`src/hw/eecfg_pkg.sv`:
```
// Purpose: shared constants and types for the serial eeprom configuration block
// Assumes: 20 MHz system clock, two-wire bus pins synchronised inside the block
// Notes: register fields, address patterns and timing counts
package eecfg_pkg;
	// ------------------------------------------------------------
	// timing
	// ------------------------------------------------------------
	localparam int CLK_HZ = 20000000;
	localparam int PROG_TIME_US = 3000;
	localparam int PROG_CYCLES = (PROG_TIME_US / 1000) * (CLK_HZ / 1000);
	// ------------------------------------------------------------
	// addressing
	// ------------------------------------------------------------
	localparam logic [3:0] DEV_FIXED = 4'hA;
	localparam logic [2:0] ADDR_SEL_RESET = 3'h0;
	localparam logic [1:0] SPACE_PROTECT = 2'h3;
	localparam logic [1:0] SPACE_ADDRCFG = 2'h2;
	localparam int WORD_ADDR_W = 14;
	// ------------------------------------------------------------
	// protection register fields
	// ------------------------------------------------------------
	localparam int PROT_EN_BIT = 3;
	localparam int PROT_SIZE_LSB = 1;
	localparam logic [7:0] PROTECT_RESET = 8'h00;
	localparam logic [1:0] SIZE_QUARTER = 2'h0;
	localparam logic [1:0] SIZE_HALF = 2'h1;
	localparam logic [1:0] SIZE_3QUARTER = 2'h2;
	localparam logic [1:0] SIZE_ALL = 2'h3;
	typedef struct packed {
		logic enable;
		logic [1:0] size;
	} protect_s;
	typedef enum logic [5:0] {
		ST_IDLE = 6'b000001,
		ST_DEV = 6'b000010,
		ST_ADDR_HI = 6'b000100,
		ST_ADDR_LO = 6'b001000,
		ST_DATA = 6'b010000,
		ST_READ = 6'b100000
	} bus_state_e;
endpackage

```
`src/hw/eecfg_core.sv`:
```
// Purpose: two-wire slave front end with block protection and address config
// Assumes: scl/sda sampled on clk; sda is open drain (sda_oe high drives zero)
// Notes: array storage lives outside; this block issues program requests
//
// Overview of operation
// - word address top bits 11 select the block protection register
// - protection write keeps only bits 3 to 1, others ignored
// - bit 3 enables protection of the block chosen by bits 2 and 1
// - size 00 quarter, 01 half, 10 three quarters, 11 all plus config
// - protection register starts at all zeros
// - word address top bits 10 load the three bus address select bits
// - address config writes refused while protection is 0x0E pattern
// - programming interval starts at stop after write, ends within 3 ms
// - bus address is 1010, three select bits, then read/write bit
// - 14-bit word address arrives as two bytes after device address
// - during programming all bus inputs ignored, no acknowledge given
`timescale 1ns/1ps
module eecfg_core
	import eecfg_pkg::*;
#(
	parameter int PROG_CNT = PROG_CYCLES
)
(
	input wire logic clk,
	input wire logic rst_n,
	input wire logic scl_in,
	input wire logic sda_in,
	output logic sda_out,
	output logic sda_oe,
	output logic [7:0] protect_rd,
	output logic [7:0] addr_sel_rd,
	output logic prog_busy,
	output logic prog_we,
	output logic [WORD_ADDR_W-1:0] prog_addr,
	output logic [7:0] prog_data,
	input wire logic [7:0] rd_data
);
	if (PROG_CNT < 1)
	begin : g_bad_prog_cnt
		$error("PROG_CNT must be at least one");
	end
	// ------------------------------------------------------------
	// pin synchronisers and bus events
	// ------------------------------------------------------------
	logic [1:0] scl_sync_r;
	logic [1:0] sda_sync_r;
	logic scl_d_r;
	logic sda_d_r;
	always_ff @(posedge clk or negedge rst_n)
	begin
		if (!rst_n)
		begin
			scl_sync_r <= 2'h3;
			sda_sync_r <= 2'h3;
			scl_d_r <= 1'b1;
			sda_d_r <= 1'b1;
		end
		else
		begin
			scl_sync_r <= {scl_sync_r[0], scl_in};
			sda_sync_r <= {sda_sync_r[0], sda_in};
			scl_d_r <= scl_sync_r[1];
			sda_d_r <= sda_sync_r[1];
		end
	end
	logic scl_s;
	logic sda_s;
	logic scl_rise;
	logic scl_fall;
	logic start_ev;
	logic stop_ev;
	assign scl_s = scl_sync_r[1];
	assign sda_s = sda_sync_r[1];
	assign scl_rise = scl_s && !scl_d_r;
	assign scl_fall = !scl_s && scl_d_r;
	assign start_ev = scl_s && scl_d_r && sda_d_r && !sda_s;
	assign stop_ev = scl_s && scl_d_r && !sda_d_r && sda_s;
	// ------------------------------------------------------------
	// configuration registers
	// ------------------------------------------------------------
	protect_s protect_r;
	logic [2:0] addr_sel_r;
	logic [1:0] wa_space;
	logic [WORD_ADDR_W-1:0] word_addr_r;
	assign wa_space = word_addr_r[WORD_ADDR_W-1 -: 2];
	logic all_locked;
	assign all_locked = protect_r.enable && protect_r.size == SIZE_ALL;
	// protection check for an array address
	function automatic logic is_protected(input protect_s p, input logic [WORD_ADDR_W-1:0] a);
		logic [1:0] q;
		q = a[WORD_ADDR_W-1 -: 2];
		is_protected = 1'b0;
		if (p.enable)
		begin
			unique case (p.size)
				SIZE_QUARTER: is_protected = (q == 2'h3);
				SIZE_HALF: is_protected = q[1];
				SIZE_3QUARTER: is_protected = (q != 2'h0);
				SIZE_ALL: is_protected = 1'b1;
			endcase
		end
	endfunction
	// ------------------------------------------------------------
	// bus state machine
	// ------------------------------------------------------------
	bus_state_e state_r;
	logic [3:0] bit_cnt_r;
	logic [7:0] shift_r;
	logic ack_phase_r;
	logic wrote_r;
	logic pend_valid_r;
	logic [$clog2(PROG_CNT+1)-1:0] prog_cnt_r;
	logic byte_done;
	logic [7:0] byte_in;
	assign byte_done = scl_rise && !ack_phase_r && bit_cnt_r == 4'h7;
	assign byte_in = {shift_r[6:0], sda_s};
	always_ff @(posedge clk or negedge rst_n)
	begin
		if (!rst_n)
		begin
			state_r <= ST_IDLE;
			bit_cnt_r <= 4'h0;
			shift_r <= 8'h00;
			ack_phase_r <= 1'b0;
			wrote_r <= 1'b0;
			word_addr_r <= '0;
			protect_r <= protect_s'(PROTECT_RESET[PROT_EN_BIT:PROT_SIZE_LSB]);
			addr_sel_r <= ADDR_SEL_RESET;
			pend_valid_r <= 1'b0;
			prog_busy <= 1'b0;
			prog_cnt_r <= '0;
			prog_we <= 1'b0;
			prog_addr <= '0;
			prog_data <= 8'h00;
			sda_out <= 1'b1;
			sda_oe <= 1'b0;
		end
		else if (prog_busy)
		begin
			prog_we <= 1'b0;
			sda_oe <= 1'b0;
			if (prog_cnt_r == '0)
				prog_busy <= 1'b0;
			else
				prog_cnt_r <= prog_cnt_r - 1'b1;
		end
		else if (start_ev)
		begin
			state_r <= ST_DEV;
			bit_cnt_r <= 4'h0;
			ack_phase_r <= 1'b0;
			sda_oe <= 1'b0;
		end
		else if (stop_ev)
		begin
			state_r <= ST_IDLE;
			sda_oe <= 1'b0;
			if (wrote_r)
			begin
				wrote_r <= 1'b0;
				prog_busy <= 1'b1;
				prog_cnt_r <= ($clog2(PROG_CNT+1))'(PROG_CNT - 1);
			end
		end
		else
		begin
			prog_we <= 1'b0;
			if (scl_rise && !ack_phase_r)
			begin
				shift_r <= byte_in;
				bit_cnt_r <= bit_cnt_r + 4'h1;
			end
			// master nack ends the read
			if (scl_rise && ack_phase_r && state_r == ST_READ && sda_s)
				state_r <= ST_IDLE;
			// ninth clock runs from the fall after bit 8 to the next fall
			if (scl_fall && ack_phase_r)
			begin
				ack_phase_r <= 1'b0;
				bit_cnt_r <= 4'h0;
				sda_oe <= 1'b0;
				if (state_r == ST_READ)
				begin
					sda_oe <= !rd_data[7];
					shift_r <= rd_data;
					word_addr_r <= word_addr_r + 1'b1;
				end
			end
			else if (scl_fall && bit_cnt_r == 4'h8)
			begin
				ack_phase_r <= 1'b1;
				sda_oe <= 1'b0;
			end
			else if (scl_fall && state_r == ST_READ && bit_cnt_r != 4'h0)
				sda_oe <= !shift_r[7];
			if (byte_done)
			begin
				unique case (state_r)
					ST_DEV:
					begin
						if (byte_in[7:1] == {DEV_FIXED, addr_sel_r})
							state_r <= byte_in[0] ? ST_READ : ST_ADDR_HI;
						else
							state_r <= ST_IDLE;
					end
					ST_ADDR_HI:
					begin
						word_addr_r[WORD_ADDR_W-1:8] <= byte_in[WORD_ADDR_W-9:0];
						state_r <= ST_ADDR_LO;
					end
					ST_ADDR_LO:
					begin
						word_addr_r[7:0] <= byte_in;
						state_r <= ST_DATA;
					end
					ST_DATA:
					begin
						wrote_r <= 1'b1;
						if (wa_space == SPACE_PROTECT)
							protect_r <= protect_s'(byte_in[PROT_EN_BIT:PROT_SIZE_LSB]);
						else if (wa_space == SPACE_ADDRCFG)
						begin
							if (!all_locked)
								addr_sel_r <= byte_in[2:0];
						end
						else if (!is_protected(protect_r, word_addr_r))
						begin
							prog_we <= 1'b1;
							prog_addr <= word_addr_r;
							prog_data <= byte_in;
						end
						word_addr_r[5:0] <= word_addr_r[5:0] + 6'h01;
					end
					ST_READ:
						state_r <= ST_READ;
					default:
						state_r <= ST_IDLE;
				endcase
			end
			if (byte_done && state_r != ST_READ && state_r != ST_IDLE)
				pend_valid_r <= 1'b1;
			if (scl_fall && pend_valid_r)
			begin
				pend_valid_r <= 1'b0;
				sda_out <= 1'b0;
				sda_oe <= (state_r != ST_IDLE);
			end
		end
	end
	// ------------------------------------------------------------
	// register read view
	// ------------------------------------------------------------
	always_ff @(posedge clk or negedge rst_n)
	begin
		if (!rst_n)
		begin
			protect_rd <= 8'h00;
			addr_sel_rd <= 8'h00;
		end
		else
		begin
			protect_rd <= {4'h0, protect_r, 1'b0};
			addr_sel_rd <= {5'h00, addr_sel_r};
		end
	end
endmodule // eecfg_core

```
`config.mk`:
```
export PLATFORM = sky130hd
export DESIGN_NAME = eecfg_core
export DESIGN_NICKNAME = d
export VERILOG_FILES = /design/src/hw/eecfg_pkg.sv /design/src/hw/eecfg_core.sv
export SDC_FILE = /design/constraint.sdc
export NUM_CORES = 1
export LEC_CHECK = 0
export ABC_AREA = 1
export BUFFER_PORTS_ARGS = -buffer_cell sky130_fd_sc_hd__clkbuf_2
export CAP_MARGIN = 10
export CELL_PAD_IN_SITES_DETAIL_PLACEMENT = 0
export CELL_PAD_IN_SITES_GLOBAL_PLACEMENT = 1
export CORE_ASPECT_RATIO = 0.7
export CORE_MARGIN = 4
export CORE_UTILIZATION = 44
export CTS_CLUSTER_DIAMETER = 200
export DETAILED_ROUTE_END_ITERATION = 10
export MAX_ROUTING_LAYER = met4
export PLACE_DENSITY = 0.9
export SLEW_MARGIN = 5
export SYNTH_ARGS = -nofsm -noshare
export SYNTH_HDL_FRONTEND = slang
export SYNTH_SLANG_ARGS = --single-unit
```
`constraint.sdc`:
```
create_clock -name clk -period 2.4 [get_ports clk]
set_input_delay 0.48 -clock clk [delete_from_list [all_inputs] [get_ports clk]]
set_output_delay 0.48 -clock clk [all_outputs]
set_load 0.05 [all_outputs]
```
==> impl_metrics.py, run 1 <==
metrics = {
    "power": {
        "ir_drop_v": 0.0003928,
        "power.switching_mw": 1.335,
        "swShare_pct": 33.10,
        "power.share.clock_pct": 33.4,
        "p_per_area_nw_per_um2": 699.4,
        "power_mw": 4.035,
        "pwr-share-seq_pct": 48.2,
        "internal-power_mw": 2.700,
        "pwr-share-comb_pct": 18.4,
        "power.leakage_nw": 2.926,
    },
    "synth": {
        "syn_avg_cell_area_um2": 7.818,
        "yosysMostFrequentCell": "nand2_1",
        "netlist_instances": 653,
        "netlist_area_um2": 5105,
        "seq_area_frac_synth_pct": 46.76,
        "synth_edf_count": 0,
        "synth_warnings": 0,
        "ys_top_cells_by_area": "dfrtp_1, nand2_1, inv_1",
        "synth_top_area_share_pct": 42.65,
        "synth_cell_types": 36,
        "post-synth-top-area-cell": "dfrtp_1",
        "synth_commonest_cells": "nand2_1, dfrtp_1, inv_1",
        "ys_async_sr_fraction_pct": 100.0,
        "ys.flop_type": "dfrtp_1",
        "synth-seq-cells": 95,
    },
    "global_routing": {
        "grt_pass1_wl_mm": 21.47,
        "antenna_found_initial": 0,
        "grt_max_degree": 43,
        "grt_usage_pct": 20.78,
        "grt_overflow": 0,
        "grt_pass1_vias": 4162,
    },
    "routing": {
        "drt_iter0_drc": 399,
        "drc": 0,
        "routedWlPerCell_um": 15.36,
        "vias_per_cell": 5.229,
        "ant_nets": 0,
        "routed_wl_mm": 13.26,
        "vias": 4513,
        "drtPass1Iterations": 5,
    },
    "finish": {
        "multi_input_area_um2": 2273,
        "fin_cells": 863,
        "nets": 721,
        "final_cell_area_um2": 5769,
        "ff_latch_area_um2": 2387,
        "num-fill-cells": 1045,
        "syn_to_final_growth_pct": 13.01,
        "drive_gt1_share_pct": 16.06,
        "diodes": 0,
        "finish.utilization_pct": 51.65,
    },
    "cts": {
        "cts-root-buf": "clkbuf_16",
        "clock_sinks": 95,
        "cts_tree": "yes",
        "cts_made_buffers": 9,
        "clk_pin_slew_ns": 0.07,
        "h-tree-depth": 3,
        "cts_setup_buffers": 0,
        "cts_max_path_buffers": 2,
        "insertion_delay_ns": 0.35,
    },
    "timing": {
        "fin_crit_sh_pct": 83.30,
        "fin_skew_ns": 0.01197,
        "fmax_mhz": 500.2,
        "fin_crit_ns": 1.999,
        "rsz0062_at_grt": "no",
        "setup_violations": 0,
        "slew_headroom_pct": 57.69,
        "max_slew.worst_pin.slew_ns": 0.6319,
        "setup_slack_ns": 0.4007,
        "timing.hold.ws_ns": 0.1088,
        "finalSetupTns_ns": 0,
        "report.final.hold_viol_count": 0,
        "slew_viol_final": 0,
    },
    "worst_hold_path": {
        "worstHoldPathType": "in2async",
    },
    "placed_design": {
        "io_buffers": 43,
        "place_area_um2": 5474,
        "dp.cells": 846,
        "preCtsSetupSlack_ns": 0.1890,
        "place_hpwl_mm": 9.615,
        "gp_congestion": 0.9761,
    },
    "die": {
        "dieArea_um2": 13420,
        "die_w_um": 136.7,
        "die_h_um": 98.12,
        "start_util_pct": 45.70,
        "num_rows": 32,
        "fp.coreArea_um2": 11170,
        "io_pins": 54,
    },
    "worst_setup_path": {
        "end_kind": "register",
        "startpoint_type": "register",
        "crit_family": "simple AND/OR/NAND/NOR gates",
        "crit_path_cell_trace": "inv_2 > nand3_1 > nand2_1 > nor2_8 > buf_4 > nand4_1 > nand2_1 > o21ai_0",
        "crit_fanout": 12,
        "crit_type": "reg2reg",
        "worst-path-buf-inv": 2,
        "slowest_stage": "dfstp_2",
        "crit_top_cell": "nand2_1",
        "cp_data_arrival_time_ns": 2.22,
        "required_ns": 2.62,
        "max_stage_delay_ns": 0.64,
    },
    "outcome": {
        "status": "complete, no violations",
    },
    "run": {
        "cap_viol_max_count": 0,
    },
}
[cell families after synthesis]
| family | Yosys count | share of synthesized area (%) |
|---|---|---|
| AND/OR/NAND/NOR | 340 | 29.49 |
| buffers and inverters | 109 | 9.779 |
| flip-flops | 95 | 46.76 |
| AO/OA/AOI/OAI | 94 | 11.20 |
| XOR/XNOR | 10 | 1.716 |
| adder cells (fa/ha/maj) | 4 | 0.9804 |
| other | 1 | 0.07346 |
[worst reg2reg max path, stage by stage, from the launching register on]
cell and delay, ns:
dfstp_2 0.64, inv_2 0.09, nand3_1 0.11, nand2_1 0.15, nor2_8 0.24, buf_4 0.23
nand4_1 0.23, nand2_1 0.11, o21ai_0 0.09
[what timing repair did]
action | CTS | global route
resized for setup | 0 | 1
setup endpoints to repair | 0 | 5
hold endpoints to repair | 0 | 0
hold buffers | 0 | 0
[cell usage in the layout, fill, tap and decap left out, drive strengths merged, types with 10 or more instances in the layout]
cell	Yosys	routed
a21oi	14	14
buf	23	14
clkbuf	2	52
conb	1	10
dfrtp	87	87
inv	84	85
nand2	178	178
nand3	61	61
nand4	17	18
nor2	74	74
o21ai	55	55
[layout make-up]
type | count | area share [%]
inverter | 84 | 5.465
clock inverter | 6 | 0.7807
multi-input combinational | 459 | 39.41
clock buffer | 10 | 3.969
timing repair buffer | 56 | 5.682
sequential | 95 | 41.38
tap | 153 | 3.318
[power groups by stage]
stage	logic, mW	registers [mW]	clock network (mW)
after floorplan	0.524	1.94	0
after global placement	0.722	1.95	0
after detailed placement	0.727	1.96	0
after CTS	0.732	1.94	1.37
after global routing	0.838	1.96	1.44
final	0.743	1.95	1.35
[final timing paths]
kind | startpoint | slack [ns] | endpoint | cells after the start
worst max-delay path | sda_sync_r[1] | 0.40 | addr_sel_r[2] | 8
worst min-delay path | rst_n | 0.11 | prog_cnt_r[11] | 1
worst max register to register | sda_sync_r[1] | 0.40 | addr_sel_r[2] | 8
worst min register to register | scl_sync_r[0] | 0.36 | scl_sync_r[1] | 0
max in group asynchronous | rst_n | 1.62 | scl_sync_r[0] | 2
min in group clk | scl_in | 0.22 | scl_sync_r[0] | 1
[registers in the layout, indices dropped and copies added (netlist names), 4 cells and up]
register     flops
prog_addr       14
bit_cnt_r        4
prog_cnt_r      16
state_r          6
prog_data        8
word_addr_r     14
shift_r          8
[routing by layer]
metal | vias up | routed length [um] | track usage, %
met1 | 2117 | 6658 | 32.18
li1 | 2197 | - | -
met2 | 178 | 5251 | 26.34
met4 | 0 | 192 | 5.345
met5 | - | 0 | -
met3 | 21 | 1153 | 5.664
Power figures use the tool's default switching activity.
==> inputs of run 2 (changes only) <==
==> constraint.sdc (replaced) <==
create_clock -name clk -period 2 [get_ports clk]
set_input_delay 0.4 -clock clk [delete_from_list [all_inputs] [get_ports clk]]
set_output_delay 0.4 -clock clk [all_outputs]
set_load 0.05 [all_outputs]
==> impl_metrics.py, run 2 (synthesis gave the netlist of run 1 again) <==
metrics = {
    "timing": {
        "rsz0062_at_grt": "yes",
        "slew_headroom_pct": 61.86,
        "fin_crit_ns": 1.828,
        "fin_skew_ns": 0.009757,
        "fin_crit_sh_pct": 91.39,
        "setup_violations": 0,
        "fmax_mhz": 547.1,
        "slew_viol_final": 0,
        "report.final.hold_viol_count": 0,
        "max_slew.worst_pin.slew_ns": 0.5721,
        "setup_slack_ns": 0.1722,
    },
    "routing": {
        "drt_iter0_drc": 444,
        "ant_nets": 0,
        "vias": 4471,
        "routedWlPerCell_um": 14.89,
        "routed_wl_mm": 13.00,
        "drc": 0,
        "drtPass1Iterations": 5,
        "vias_per_cell": 5.121,
    },
    "finish": {
        "ff_latch_area_um2": 2387,
        "largest_reg_flops": 16,
        "largestRegisters": "prog_cnt_r x16, prog_addr x14, word_addr_r x14",
        "multi_input_area_um2": 2261,
        "final_cell_mix": "nand2_1, dfrtp_1, inv_1, nor2_1, nand3_1",
        "drive_gt1_share_pct": 17.50,
        "num-fill-cells": 1080,
        "diodes": 0,
        "layout_commonest_cell": "nand2_1",
        "fin_cells": 873,
        "syn_to_final_growth_pct": 15.64,
        "nets": 731,
        "final_cell_area_um2": 5903,
        "regMostFlops": "prog_cnt_r",
    },
    "die": {
        "num_rows": 32,
        "die_h_um": 98.12,
        "io_pins": 54,
        "die_w_um": 136.7,
        "start_util_pct": 45.70,
        "dieArea_um2": 13420,
        "fp.coreArea_um2": 11170,
    },
    "worst_setup_path": {
        "slowest_stage": "dfstp_2",
        "max_stage_delay_ns": 0.57,
        "rr_endpoint": "prog_addr[1]",
        "crit_path_end": "prog_addr[1]",
        "crit_path_cell_trace": "nand2_1 > nor2_4 > nand2_4 > nor2_4 > nand4_4 > buf_12 > inv_1 > nand2_1 > nand2_1",
        "reg2reg_from": "scl_sync_r[1]",
        "cp-startpoint": "scl_sync_r[1]",
        "end_kind": "register",
        "r2r_cells": 9,
        "crit_top_cell": "nand2_1",
        "crit_type": "reg2reg",
        "r2r_slack_ns": 0.17,
        "crit_fanout": 41,
        "cp_data_arrival_time_ns": 2.12,
        "required_ns": 2.29,
        "startpoint_type": "register",
    },
    "placed_design": {
        "io_buffers": 43,
        "dp.cells": 855,
        "gp_congestion": 0.9207,
        "place_area_um2": 5567,
        "place_hpwl_mm": 9.729,
        "preCtsSetupSlack_ns": 0.1404,
    },
    "power": {
        "p_per_area_nw_per_um2": 852.7,
        "ir_drop_v": 0.0004545,
        "power_mw": 5.034,
        "power.leakage_nw": 3.013,
    },
    "cts": {
        "clk_pin_slew_ns": 0.07,
        "insertion_delay_ns": 0.35,
        "cts_made_buffers": 9,
        "cts_tree": "yes",
        "cts_max_path_buffers": 2,
        "cts_hold_buffers": 0,
        "clock_sinks": 95,
        "cts-root-buf": "clkbuf_16",
        "h-tree-depth": 3,
    },
    "global_routing": {
        "grt_max_degree": 42,
        "grt_pass1_wl_mm": 21.85,
        "antenna_found_initial": 0,
        "grt_usage_pct": 21.27,
        "grt_pass1_vias": 4162,
        "grt_overflow": 0,
    },
    "run": {
        "cap_viol_max_count": 0,
    },
    "outcome": {
        "status": "complete, no violations",
    },
    "worst_hold_path": {
        "worstHoldPathType": "in2async",
    },
}
-- run 2: cell types whose count changed in the layout (fill, tap and decap cells not counted), moves of 2 or more --
cell,previous run,this run
buf_4,13,21
inv_6,1,3
buf_12,1,3
clkinvlp_4,3,1
-- run 2: final cells by class --
class / instances / area share [%]
clock buffer: 9 / 3.815
clock inverter: 7 / 1.420
inverter: 84 / 5.341
multi-input combinational: 458 / 38.30
sequential: 95 / 40.44
tap: 153 / 3.243
timing repair buffer: 67 / 7.440
-- run 2: where the power goes --
part | internal [mW] | switching (mW) | leakage, nW
Combinational | 0.285 | 0.618 | 1.61
Clock | 0.995 | 0.814 | 0.149
Sequential | 2.12 | 0.203 | 1.26
Total | 3.40 | 1.64 | 3.01
-- run 2: how the worst min path moves through the flow --
stage,from,endpoint,slack (ns),depth (start not counted)
2_1_floorplan,rst_n,ack_phase_r,0.10,0
3_3_place_gp,scl_sync_r[0],scl_sync_r[1],0.35,0
3_5_place_dp,scl_sync_r[0],scl_sync_r[1],0.35,0
4_1_cts,rst_n,prog_cnt_r[9],0.04,1
5_1_grt,rst_n,prog_cnt_r[9],0.08,1
6_report,rst_n,prog_cnt_r[9],0.04,1
-- run 2: stage by stage --
| stage | util (%) | hold WS [ns] | setup TNS [ns] |
|---|---|---|---|
| 6_report | 52.85 | 0.03930 | 0 |
| 5_1_grt | 52.85 | 0.07839 | -0.001807 |
| 4_1_cts | 52.60 | 0.04473 | 0 |
| 3_5_place_dp | 49.83 | 0.3532 | 0 |
| 3_3_place_gp | 49.83 | 0.3474 | 0 |
| 2_1_floorplan | - | 0.1044 | 0 |
-- run 2: repair_timing --
action / in CTS / in global routing
gates resized for setup: 0 / 4
buffers inserted: 0 / 2
hold endpoints to repair: 0 / 0
setup endpoints to repair: 0 / 10
-- run 2: worst max-delay path: cells and delay by family, from the launching register on --
kind          cells  cell delay, ns
flops             1            0.57
simple gates      7            0.87
buf+inv           2            0.30
-- run 2: per-layer routing --
metal / wire (um) / track usage [%] / vias up
met2: 5211 / 28.46 / 170
met3: 841 / 4.428 / 6
met4: 82 / 3.950 / 0
met5: 0 / - / -
li1: - / - / 2209
met1: 6863 / 33.15 / 2086
==> inputs of run 3 (changes only) <==
--- a/config.mk
+++ b/config.mk
@@ -8,15 +8,13 @@
 export ABC_AREA = 1
 export BUFFER_PORTS_ARGS = -buffer_cell sky130_fd_sc_hd__clkbuf_2
 export CAP_MARGIN = 10
-export CELL_PAD_IN_SITES_DETAIL_PLACEMENT = 0
-export CELL_PAD_IN_SITES_GLOBAL_PLACEMENT = 1
 export CORE_ASPECT_RATIO = 0.7
 export CORE_MARGIN = 4
-export CORE_UTILIZATION = 44
+export CORE_UTILIZATION = 45
 export CTS_CLUSTER_DIAMETER = 200
 export DETAILED_ROUTE_END_ITERATION = 10
 export MAX_ROUTING_LAYER = met4
-export PLACE_DENSITY = 0.9
+export PLACE_DENSITY = 0.74
 export SLEW_MARGIN = 5
 export SYNTH_ARGS = -nofsm -noshare
 export SYNTH_HDL_FRONTEND = slang
==> impl_metrics.py, run 3 (synthesis gave the netlist of run 1 again) <==
metrics = {
    "die": {
        "num_rows": 32,
        "fp.coreArea_um2": 11050,
        "io_pins": 54,
        "die_w_um": 135.3,
        "die_h_um": 97.11,
        "dieArea_um2": 13140,
        "start_util_pct": 46.20,
    },
    "timing": {
        "setup_slack_ns": 0.1525,
        "slew_viol_final": 0,
        "fin_crit_sh_pct": 92.38,
        "setup_violations": 0,
        "fmax_mhz": 541.3,
        "timing.hold.ws_ns": 0.001185,
        "report.final.hold_viol_count": 0,
        "fin_crit_ns": 1.848,
        "finalSetupTns_ns": 0,
        "rsz0062_at_grt": "no",
        "fin_skew_ns": 0.007896,
    },
    "routing": {
        "drc": 0,
        "ant_nets": 0,
        "vias_per_cell": 5.215,
        "vias": 4537,
        "drtPass1Iterations": 5,
        "drt_iter0_drc": 447,
        "routed_wl_mm": 12.61,
        "routedWlPerCell_um": 14.50,
    },
    "finish": {
        "syn_to_final_growth_pct": 15.76,
        "largestRegisters": "prog_cnt_r x16, prog_addr x14, word_addr_r x14",
        "nets": 728,
        "drive_gt1_share_pct": 16.88,
        "diodes": 0,
        "layout_commonest_cell": "nand2_1",
        "finish.utilization_pct": 53.48,
        "final_cell_mix": "nand2_1, dfrtp_1, inv_1, nor2_1, nand3_1",
        "largest_reg_flops": 16,
        "regMostFlops": "prog_cnt_r",
        "final_cell_area_um2": 5909,
    },
    "power": {
        "ir_drop_v": 0.0006309,
        "power.leakage_nw": 3.010,
        "p_per_area_nw_per_um2": 869.3,
    },
    "placed_design": {
        "place_area_um2": 5572,
        "gp_congestion": 0.8958,
        "io_buffers": 43,
        "preCtsSetupSlack_ns": 0.1029,
        "place_hpwl_mm": 9.489,
    },
    "cts": {
        "cts_max_path_buffers": 2,
        "insertion_delay_ns": 0.34,
        "h-tree-depth": 3,
        "clk_pin_slew_ns": 0.07,
        "cts_tree": "yes",
        "cts-root-buf": "clkbuf_16",
        "clock_sinks": 95,
        "cts_made_buffers": 9,
        "cts_hold_buffers": 0,
    },
    "worst_setup_path": {
        "crit_family": "flip-flops",
        "end_kind": "register",
        "crit_type": "reg2reg",
        "crit_fanout": 7,
        "max_stage_delay_ns": 0.57,
        "crit_path_cell_trace": "nand2_1 > inv_1 > nand3_1 > inv_1 > nor2_1 > a21oi_1 > nand3_1 > o21ai_0",
        "cp_data_arrival_time_ns": 2.10,
        "worst-path-buf-inv": 2,
        "startpoint_type": "register",
        "required_ns": 2.26,
        "slowest_stage": "dfstp_2",
    },
    "global_routing": {
        "grt_pass1_vias": 4205,
        "grt_pass1_wl_mm": 21.07,
        "antenna_found_initial": 0,
        "grt_usage_pct": 20.45,
        "grt_overflow": 0,
        "grt_max_degree": 35,
    },
    "run": {
        "cap_viol_max_count": 0,
    },
    "worst_hold_path": {
        "worstHoldPathType": "in2async",
    },
    "outcome": {
        "status": "complete, no violations",
    },
}
run 3: path summary, 6_finish.rpt:
check / from / end / slack, ns / cells after the start
min: rst_n / word_addr_r[10] / 0.001 / 1
max reg2reg: scl_sync_r[1] / bit_cnt_r[0] / 0.15 / 8
max in group asynchronous: rst_n / scl_sync_r[0] / 1.39 / 2
min reg2reg: scl_sync_r[0] / scl_sync_r[1] / 0.36 / 0
min in group clk: scl_in / scl_sync_r[0] / 0.14 / 1
max: scl_sync_r[1] / bit_cnt_r[0] / 0.15 / 8
run 3: cell type report:
type,count,area [um2]
fillers,1041,5141
clock inverters,5,82.58
clock buffers,11,242.7
flip-flops and latches,95,2387
repair buffers,64,432.9
inverters,84,315.3
well taps,153,191.4
multi-input cells,458,2257
run 3: power by group:
group | internal (mW) | switching, mW
registers | 2.12 | 0.212
clock network | 1.13 | 0.742
logic | 0.297 | 0.634
total | 3.55 | 1.59
run 3: layer usage:
layer	track usage (%)	share of wire, %
met1	30.75	50
met2	27.98	41
met3	4.710	8.3
met4	4.880	1.1
met5	-	0
run 3: stage by stage:
step,total power [mW],instances
global route,5.399,870
global placement,3.246,854
CTS,5.176,870
detailed placement,3.281,854
finish,5.137,870
floorplan,2.959,662
run 3: what timing repair did:
item,CTS,global route
endpoints found under the hold margin,0,0
resized for setup,0,3
endpoints found under the setup margin,0,7
buffers inserted,0,0
